===== src/hw/rcv_pkg.sv =====
// Package for the reset-cause tracker: register map, flag positions, vector layout
package rcv_pkg;
  // AXI4-Lite register byte addresses
  localparam logic [7:0] ADDR_CAUSE = 8'h00;
  localparam logic [7:0] ADDR_EVENT = 8'h04;
  localparam logic [7:0] ADDR_REMAP_BASE = 8'h10;
  localparam int REMAP_COUNT = 4;
  localparam logic [7:0] ADDR_VECTOR = 8'h08;
  localparam logic [7:0] ADDR_VECTOR_RES = 8'h0c;

  // Reset-cause flag positions
  localparam int BIT_POWERON = 0;
  localparam int BIT_BROWNOUT = 1;
  localparam int BIT_IDLE = 2;
  localparam int BIT_SLEEP = 3;
  localparam int BIT_WATCHDOG = 4;
  localparam int BIT_SOFTWARE = 6;
  localparam int BIT_EXTERNAL = 7;
  localparam int BIT_MISMATCH = 9;
  localparam int BIT_ILLEGAL = 14;
  localparam int BIT_TRAP = 15;
  localparam logic [15:0] CAUSE_MASK = 16'hc2df;
  localparam logic [15:0] CAUSE_RESET = 16'h0000;

  // Vector table layout
  localparam logic [23:0] VEC_RESET_GOTO = 24'h000000;
  localparam logic [23:0] VEC_RESET_ADDR = 24'h000002;
  localparam logic [23:0] VEC_TRAP_BASE = 24'h000004;
  localparam logic [23:0] VEC_IRQ_BASE = 24'h000014;
  localparam logic [23:0] VEC_IRQ_LAST = 24'h0000fe;
  localparam logic [23:0] VEC_ALT_OFFSET = 24'h000100;
  localparam logic [23:0] VEC_CODE_START = 24'h000200;
  localparam logic [6:0] IRQ_LAST = 7'd117;
  localparam logic [7:0] ILLEGAL_OPCODE = 8'h3f;

  localparam int NUM_WREGS = 16;
  localparam logic [3:0] STACK_WREG = 4'd15;

  // Trap vector kinds in table order after the reserved word
  typedef enum logic [2:0] {
    TRAP_OSC_FAIL, TRAP_ADDR_ERR, TRAP_STACK_ERR, TRAP_MATH_ERR, TRAP_DMA_ERR
  } rcv_trap_e;

  // Core-side events, one cycle pulses
  typedef struct packed {
    logic trapConflict;
    logic resetInstr;
    logic watchdogTimeout;
    logic watchdogClear;
    logic powerSaveSleep;
    logic powerSaveIdle;
  } rcv_event_s;

  // Instruction execute view
  typedef struct packed {
    logic valid;
    logic [23:0] word;
    logic usesPointer;
    logic [3:0] pointerReg;
    logic wregWrite;
    logic [3:0] wregIdx;
  } rcv_exec_s;

  // Program-counter reload view
  typedef struct packed {
    logic flowChange;
    logic vectorChange;
    logic [23:0] target;
  } rcv_flow_s;
endpackage


===== src/hw/rcv_reset_cause.sv =====
// Reset-cause tracker with shadow compare, illegal-condition detect and vector map
//
// Implementation choices: the register addresses and the AXI4-Lite slave port.
`timescale 1ns/1ns
// Contract
// - Shadow remap registers; mismatch forces device reset
// - Mismatch sets bit 9; power-on, brown-out clear
// - Illegal conditions set bit 14; power-on, brown-out clear
// - Executing illegal opcode resets device
// - Uninitialized pointer register use resets device
// - Reset clears W0-W14, marks them uninitialized
// - Restricted target of flow change resets
// - Branch, call, return reloads are flow changes
// - Vector loads are vector flow changes
// - Trap conflict sets bit 15; power-on, brown-out clear
// - Pin reset sets bit 7; only power-on clears
// - Reset instruction sets bit 6; power-on, brown-out clear
// - Watchdog sets bit 4; several clears
// - Sleep sets bit 3, idle bit 2
// - Power-on, brown-out set bit 1; power-on bit 0
// - Software can set or clear every flag
// - Reset jump at 0, target at 2
// - Trap vectors follow reserved word in order
// - 118 primary vectors, lower number higher priority
// - Alternate table offset 0x100, code at 0x200
module rcv_reset_cause
  import rcv_pkg::*;
(
  input wire logic clk,
  input wire logic sys_rst,
  input wire logic powerOnReset,
  input wire logic brownoutReset,
  input wire logic masterClearPin,
  input wire rcv_event_s coreEvent,
  input wire rcv_exec_s exec,
  input wire rcv_flow_s flow,
  input wire logic [23:0] restrictLow,
  input wire logic [23:0] restrictHigh,
  input wire logic protectEnable,
  input wire logic shadowUpset,
  input wire logic altTableSelect,
  input wire logic [6:0] irqNumber,
  input wire logic [2:0] trapKind,
  output logic [23:0] irqVectorAddr,
  output logic [23:0] trapVectorAddr,
  output logic deviceReset,
  output logic [NUM_WREGS-1:0] wregValid,
  input wire logic [7:0] s_axi_awaddr,
  input wire logic s_axi_awvalid,
  output logic s_axi_awready,
  input wire logic [31:0] s_axi_wdata,
  input wire logic [3:0] s_axi_wstrb,
  input wire logic s_axi_wvalid,
  output logic s_axi_wready,
  output logic [1:0] s_axi_bresp,
  output logic s_axi_bvalid,
  input wire logic s_axi_bready,
  input wire logic [7:0] s_axi_araddr,
  input wire logic s_axi_arvalid,
  output logic s_axi_arready,
  output logic [31:0] s_axi_rdata,
  output logic [1:0] s_axi_rresp,
  output logic s_axi_rvalid,
  input wire logic s_axi_rready
);
  logic [15:0] causeReg;
  logic [15:0] remapReg [REMAP_COUNT];
  logic [15:0] remapShadow [REMAP_COUNT];
  logic [REMAP_COUNT-1:0] remapDiff;
  logic [7:0] awAddr;
  logic awHeld;
  logic [31:0] wData;
  logic [3:0] wStrb;
  logic wHeld;
  logic wrFire;
  logic [15:0] hwSet;
  logic [15:0] hwClear;
  logic [15:0] swMask;
  logic [15:0] swValue;
  logic illegalOpcode;
  logic uninitPointer;
  logic securityHit;
  logic mismatchHit;
  logic [23:0] irqBase;
  logic [15:0] wrHalf;

  // Write channel: address and data may arrive in either order
  assign s_axi_awready = !awHeld && !s_axi_bvalid;
  assign s_axi_wready = !wHeld && !s_axi_bvalid;
  assign wrFire = awHeld && wHeld && !s_axi_bvalid;
  assign wrHalf = {wStrb[1] ? wData[15:8] : 8'h00, wStrb[0] ? wData[7:0] : 8'h00};

  always_ff @(posedge clk) begin
    if (sys_rst) begin
      awHeld <= 1'b0;
      awAddr <= 8'h00;
    end else if (s_axi_awvalid && s_axi_awready) begin
      awHeld <= 1'b1;
      awAddr <= s_axi_awaddr;
    end else if (wrFire) begin
      awHeld <= 1'b0;
    end
  end

  always_ff @(posedge clk) begin
    if (sys_rst) begin
      wHeld <= 1'b0;
      wData <= 32'h0000_0000;
      wStrb <= 4'h0;
    end else if (s_axi_wvalid && s_axi_wready) begin
      wHeld <= 1'b1;
      wData <= s_axi_wdata;
      wStrb <= s_axi_wstrb;
    end else if (wrFire) begin
      wHeld <= 1'b0;
    end
  end

  always_ff @(posedge clk) begin
    if (sys_rst) begin
      s_axi_bvalid <= 1'b0;
      s_axi_bresp <= 2'b00;
    end else if (wrFire) begin
      s_axi_bvalid <= 1'b1;
      s_axi_bresp <= (awAddr == ADDR_CAUSE || awAddr == ADDR_EVENT ||
                      (awAddr >= ADDR_REMAP_BASE &&
                       awAddr < ADDR_REMAP_BASE + 8'(4 * REMAP_COUNT))) ? 2'b00 : 2'b10;
    end else if (s_axi_bready) begin
      s_axi_bvalid <= 1'b0;
    end
  end

  // Software access to the cause flags, byte-lane masked
  always_comb begin
    swMask = 16'h0000;
    swValue = wrHalf;
    if (wrFire && awAddr == ADDR_CAUSE) begin
      swMask = {{8{wStrb[1]}}, {8{wStrb[0]}}} & CAUSE_MASK;
    end
  end

  // Pin-remap registers and their hardware shadows
  generate
    for (genvar i = 0; i < REMAP_COUNT; i++) begin : g_remap
      logic hit;
      assign hit = wrFire && awAddr == ADDR_REMAP_BASE + 8'(4 * i);
      always_ff @(posedge clk) begin
        if (sys_rst) begin
          remapReg[i] <= 16'h0000;
          remapShadow[i] <= 16'h0000;
        end else if (hit) begin
          remapReg[i] <= wrHalf;
          remapShadow[i] <= wrHalf;
        end else if (shadowUpset && i == 0) begin
          // Models a cell upset: live copy flips, shadow stays
          remapReg[i] <= ~remapReg[i];
        end
      end
      assign remapDiff[i] = remapReg[i] != remapShadow[i];
    end
  endgenerate

  assign mismatchHit = |remapDiff;
  assign illegalOpcode = exec.valid && exec.word[23:16] == ILLEGAL_OPCODE;
  assign uninitPointer = exec.valid && exec.usesPointer &&
                         !wregValid[exec.pointerReg];
  assign securityHit = protectEnable && (flow.flowChange || flow.vectorChange) &&
                       flow.target >= restrictLow && flow.target <= restrictHigh;

  // Any illegal condition or mismatch resets the core
  assign deviceReset = mismatchHit || illegalOpcode || uninitPointer || securityHit ||
                       masterClearPin || coreEvent.resetInstr || coreEvent.watchdogTimeout ||
                       coreEvent.trapConflict || powerOnReset || brownoutReset;

  // Working-register initialized map, stack pointer always valid
  always_ff @(posedge clk) begin
    if (sys_rst || deviceReset) begin
      wregValid <= NUM_WREGS'(1) << STACK_WREG;
    end else if (exec.valid && exec.wregWrite) begin
      wregValid[exec.wregIdx] <= 1'b1;
    end
  end

  always_comb begin
    hwSet = 16'h0000;
    hwClear = 16'h0000;
    hwSet[BIT_TRAP] = coreEvent.trapConflict;
    hwSet[BIT_ILLEGAL] = illegalOpcode || uninitPointer || securityHit;
    hwSet[BIT_MISMATCH] = mismatchHit;
    hwSet[BIT_EXTERNAL] = masterClearPin;
    hwSet[BIT_SOFTWARE] = coreEvent.resetInstr;
    hwSet[BIT_WATCHDOG] = coreEvent.watchdogTimeout;
    hwSet[BIT_SLEEP] = coreEvent.powerSaveSleep;
    hwSet[BIT_IDLE] = coreEvent.powerSaveIdle;
    hwSet[BIT_BROWNOUT] = powerOnReset || brownoutReset;
    hwSet[BIT_POWERON] = powerOnReset;
    if (powerOnReset || brownoutReset) begin
      hwClear = CAUSE_MASK & ~16'(1 << BIT_EXTERNAL);
      hwClear[BIT_BROWNOUT] = 1'b0;
      hwClear[BIT_POWERON] = 1'b0;
    end
    if (powerOnReset) begin
      hwClear[BIT_EXTERNAL] = 1'b1;
    end
    if (coreEvent.powerSaveSleep || coreEvent.powerSaveIdle || coreEvent.watchdogClear) begin
      hwClear[BIT_WATCHDOG] = 1'b1;
    end
  end

  // Hardware set wins over software write and hardware clear
  always_ff @(posedge clk) begin
    if (sys_rst) begin
      causeReg <= CAUSE_RESET;
    end else begin
      causeReg <= (((causeReg & ~swMask) | (swValue & swMask)) & ~hwClear) | hwSet;
    end
  end

  // Vector address generation for the core's fetch unit
  assign irqBase = altTableSelect ? VEC_IRQ_BASE + VEC_ALT_OFFSET : VEC_IRQ_BASE;
  always_ff @(posedge clk) begin
    if (sys_rst) begin
      irqVectorAddr <= VEC_RESET_GOTO;
      trapVectorAddr <= VEC_TRAP_BASE;
    end else begin
      irqVectorAddr <= (irqNumber > IRQ_LAST) ? VEC_CODE_START :
                       irqBase + {16'h0000, irqNumber, 1'b0};
      trapVectorAddr <= (altTableSelect ? VEC_ALT_OFFSET : 24'h000000) +
                        VEC_TRAP_BASE + {20'h00000, trapKind + 3'd1, 1'b0};
    end
  end

  // Read channel
  assign s_axi_arready = !s_axi_rvalid;
  always_ff @(posedge clk) begin
    if (sys_rst) begin
      s_axi_rvalid <= 1'b0;
      s_axi_rdata <= 32'h0000_0000;
      s_axi_rresp <= 2'b00;
    end else if (s_axi_arvalid && s_axi_arready) begin
      s_axi_rvalid <= 1'b1;
      s_axi_rresp <= 2'b00;
      unique case (s_axi_araddr)
        ADDR_CAUSE: s_axi_rdata <= {16'h0000, causeReg};
        ADDR_EVENT: s_axi_rdata <= {16'h0000, wregValid};
        ADDR_VECTOR: s_axi_rdata <= {8'h00, irqVectorAddr};
        ADDR_VECTOR_RES: s_axi_rdata <= {8'h00, VEC_RESET_ADDR};
        ADDR_REMAP_BASE: s_axi_rdata <= {16'h0000, remapReg[0]};
        ADDR_REMAP_BASE + 8'h04: s_axi_rdata <= {16'h0000, remapReg[1]};
        ADDR_REMAP_BASE + 8'h08: s_axi_rdata <= {16'h0000, remapReg[2]};
        ADDR_REMAP_BASE + 8'h0c: s_axi_rdata <= {16'h0000, remapReg[3]};
        default: begin
          s_axi_rdata <= 32'h0000_0000;
          s_axi_rresp <= 2'b10;
        end
      endcase
    end else if (s_axi_rready) begin
      s_axi_rvalid <= 1'b0;
    end
  end
endmodule


===== config.mk =====
export PLATFORM = sky130hd
export DESIGN_NAME = rcv_reset_cause
export DESIGN_NICKNAME = d
export VERILOG_FILES = /design/src/hw/rcv_pkg.sv /design/src/hw/rcv_reset_cause.sv
export SDC_FILE = /design/constraint.sdc
export NUM_CORES = 1
export LEC_CHECK = 0
export BUFFER_PORTS_ARGS = -buffer_cell sky130_fd_sc_hd__buf_2
export CAP_MARGIN = 20
export CORE_AREA = 2 2 135 137
export DETAILED_ROUTE_END_ITERATION = 8
export DIE_AREA = 0 0 137 139
export PLACE_DENSITY_LB_ADDON = 0.3
export RECOVER_POWER = 25
export SYNTH_ARGS = -nofsm -noshare
export SYNTH_HDL_FRONTEND = slang
export SYNTH_SLANG_ARGS = --single-unit

===== constraint.sdc =====
create_clock -name clk -period 2.95 [get_ports clk]
set_input_delay 0.59 -clock clk [delete_from_list [all_inputs] [get_ports clk]]
set_output_delay 0.59 -clock clk [all_outputs]
set_load 0.03 [all_outputs]

==> metrics.md <==
| Metric | Value |
|---|---|
| Failing checks | negative setup slack |
| Routed wire length | ~24000 microns |
| Avg Cell Area, Syn | 9.45 sq um |
| Slew Viols, Final | 0 |
| First drt pass iteration count | 5 |
| Worst Tran Pin Value | between 1 and 1.5 ns |
| Die Width | 137 microns |
| Fill count | roughly 1500 |
| Wire length of the first global-routing pass | ~36000 microns |
| Fin worst setup slack | -0.122 ns |
| FF-to-FF End | wregValid[0]$_SDFFE_PP0P_ |
| Crit path kind | in -> out |
| Final HPWL DP | around 18000 microns |
| Crit path time final | between 3 and 4 ns |
| Multi-input logic area | 4490 sq um |
| CP Buf/Inv Count | 3 |
| Clock sink total | approximately 170 |
| CTS max path bufs | 2 |
| R2r startpoint | remapReg[0][10]$_DFFE_PP_ |
| Leakage | about 4.7 nW |
| Critical path fanouts, max | 3 |
| Largest net degree at the start of global routing | 35 |
| Initial drt markers | slightly below 700 |
| Hold slack | 0.335 ns |
| CP arrival | approximately 2.5 ns |
| Unrepaired setup endpoints after global routing | yes |
| Max incr delay on CP | about 0.34 ns |
| Sequential cell area | around 4200 sq um |
| Crit. path cell count | 10 |
| CP dominant cell by count | buf_6 |
| Share of cells above drive strength 1 | 0.245 |
| Vias in the first global route | slightly above 7000 |
| DR WL/cell | 16.7 microns |
| Initial Util | 0.513 |
| Hold Buf Count CTS | 0 |
| Layout area overhead | 23.6% |
| Worst r2r path cells | 7 |
| Post-route insts no fill | approximately 1400 |
| Post-synth top flop | dfxtp_1 |
| Drc violations | 0 |
| All-Layer GR Usage | 0.247 |
| Setup violators final | 14 |
| R2r setup slk | between 0.5 and 0.6 ns |
| Die area | around 19000 sq um |
| Status | complete, but fails checks |
| Synthesized area | slightly above 9000 sq um |
| Core region area | about 18000 sq um |
| Post-Place Setup Slack | -0.0889 ns |
| Fmax | 0.325 GHz |
| CTS root buf | clkbuf_16 |
| PortBufs | roughly 210 |
| Power per Cell Area | roughly 520 nW/um^2 |
| Die height | 139 microns |
| Cell Rows | just under 50 |
| GPL Wtd Cong | approximately 0.89 |
| Final Hold Viols | 0 |
| Rel. slew slack | 0.107 |
| Maximum VDD drop | roughly 0.44 mV |
| Clock transition at path regs | roughly 0.06 ns |
| Mapped Cells | about 960 |
| Crit path capture type | output pin |
| Post-synth EDFFs | 80 |
| Synth warn | 0 |
| Via count of the routed design | roughly 7700 |
| Total Power | a little under 6 mW |
| Max-cap viol count | 0 |
| DP Area | between 10000 and 15000 sq um |
| Design area | 11200 sq um |
| Required @ worst endpoint | ~2.4 ns |
| Critical path, cell by cell | buf_6, buf_6, ha_4, nand4_1, nor4_4, o2111ai_1, and4b_1, o221ai_2, nand3_2, buf_6 |
| Routed Antenna Nets | 0 |
| Sequential fraction of the synthesis area | 0.460 |
| Crit path to | deviceReset |
| Share of flip-flops with an asynchronous set or reset | 0 |
| Crit path max-delay family | simple AND/OR/NAND/NOR gates |
| Final period util | 1.04 |
| Gr ovfl total | 0 |
| Commonest non-fill, non-tap cell in the layout | buf_2 |
| Antenna violations before repair | 1 |
| Worst setup path start | flow[11] |
| Worst skew pair latency | approximately 0.43 ns |
| DR vias/cell | around 5.4 |
| # diodes | 0 |
| CTS buffer count | 17 |
| #FFs+latches synth | between 150 and 200 |
| IO Count | 296 |
| Nets | between 1000 and 1500 |
| Placed Instances | 1384 |
| Commonest cells after routing, fill and taps aside | 173 x buf_2, 132 x nand2_1, 101 x nor2_1, 88 x dfxtp_1, 80 x edfxtp_1 |
| Crit start category | input port |
| Min-delay worst type | in -> reg |
| CTS tree | yes |
| CP max-delay cell | nor4_4 |
| Worst Skew | just under 0.01 ns |
| Unique masters post-synth | between 60 and 70 |
| CTS H-tree lvls | 4 |
[layout make-up]
cell class              count  area share
clock buffers              21      0.0451
clock inverters            11      0.0145
inverters                  65      0.0218
multi-input cells         683       0.401
flip-flops and latches    168       0.372
well taps                 229      0.0256
repair buffers            250       0.120
[state kept, by name (all words and copies together) (netlist names), 2 cells and up]
signal / cells
wData: 16
causeReg: 10
irqVectorAddr: 9
remapReg: 48
remapShadow: 32
s_axi_rdata: 16
trapVectorAddr: 5
wStrb: 2
wregValid: 16
awAddr: 8
[per-stage QoR]
step | util | setup TNS [ns]
4_1_cts | 0.623 | -0.0478
3_3_place_gp | 0.582 | -0.0842
6_report | 0.634 | -0.586
2_1_floorplan | - | 0
5_1_grt | 0.634 | -1.85
3_5_place_dp | 0.582 | -0.0889
[synth_stat cells, drive strengths merged (2+ instances only)]
| cell | n | area share |
|---|---|---|
| nand2 | 132 | 0.055 |
| nor2 | 101 | 0.042 |
| dfxtp | 88 | 0.19 |
| edfxtp | 80 | 0.27 |
| a21oi | 67 | 0.037 |
| buf | 65 | 0.051 |
| inv | 65 | 0.027 |
| ha | 52 | 0.072 |
| o21ai | 29 | 0.016 |
| clkbuf | 28 | 0.012 |
| nand3 | 22 | 0.012 |
| nor4 | 22 | 0.024 |
| o22ai | 21 | 0.015 |
| xnor2 | 17 | 0.016 |
| a22oi | 15 | 0.012 |
| nand4 | 13 | 0.011 |
| mux2i | 12 | 0.013 |
| mux2 | 11 | 0.014 |
| nand2b | 11 | 0.0076 |
| a221oi | 10 | 0.0097 |
| a31oi | 9 | 0.0079 |
| a21o | 8 | 0.0066 |
| a222oi | 7 | 0.0077 |
| nor3 | 7 | 0.0039 |
| and2 | 6 | 0.0041 |
| nor2b | 6 | 0.0041 |
| a22o | 5 | 0.0048 |
| and3 | 4 | 0.0028 |
| mux4 | 4 | 0.012 |
| or3 | 4 | 0.0028 |
| xor2 | 4 | 0.0039 |
| a211oi | 3 | 0.0025 |
| o211ai | 3 | 0.0025 |
| a221o | 2 | 0.0022 |
| nor4b | 2 | 0.0026 |
| nor4bb | 2 | 0.0022 |
| o31ai | 2 | 0.0017 |
[power breakdown]
part / leakage, nW / switching [mW] / internal [mW]
Clock: 0.324 / 0.874 / 1.56
Sequential: 1.56 / 0.0779 / 2.54
Combinational: 2.81 / 0.499 / 0.314
[what timing repair did]
action	in CTS	in global routing
hold endpoints to repair	0	0
pin swaps	1	11
resized for setup	4	28
setup endpoints to repair	1	14
buffers inserted	6	5
[worst min-delay path by stage]
stage,cells past startpoint,slack [ns],startpoint,to
after floorplan,2,0.44,wData[10]$_SDFFE_PP0P_,wData[10]$_SDFFE_PP0P_
after global placement,2,0.44,s_axi_rdata[9]$_SDFFE_PP0P_,s_axi_rdata[9]$_SDFFE_PP0P_
after detailed placement,2,0.44,s_axi_rdata[3]$_SDFFE_PP0P_,s_axi_rdata[3]$_SDFFE_PP0P_
after CTS,2,0.32,trapKind[0],trapVectorAddr[1]$_SDFF_PP0_
after global routing,2,0.33,trapKind[0],trapVectorAddr[1]$_SDFF_PP0_
final,2,0.33,trapKind[0],trapVectorAddr[1]$_SDFF_PP0_
[worst register-to-register path, cell delays in order, from the launching register on]
cell      delay, ns
edfxtp_1       0.44
xnor2_1        0.29
nand4_1        0.15
nor4_1         0.39
and3_1         0.33
nand2_1        0.21
buf_4          0.29
nor4_2         0.24
[cell families (layout without fill, tap and decap cells)]
logic type / Yosys count / after routing / share of synthesized area
fa+ha+maj: 52 / 52 / 0.0719
flops: 168 / 168 / 0.460
xor+xnor: 21 / 21 / 0.0203
compound gates: 190 / 190 / 0.135
mux: 27 / 27 / 0.0390
buf+inv: 158 / 347 / 0.0895
other cells: 1 / 52 / 0.000414
simple gates: 341 / 341 / 0.183
[per-layer routing]
layer	wire length (microns)	global-route usage	up-vias
met3	2050	0.0581	50
li1	-	-	3754
met4	575	0.0814	2
met5	13	0	-
met1	9900	0.325	3574
met2	11300	0.399	365
No activity file was read; power rests on OpenSTA's default activity.
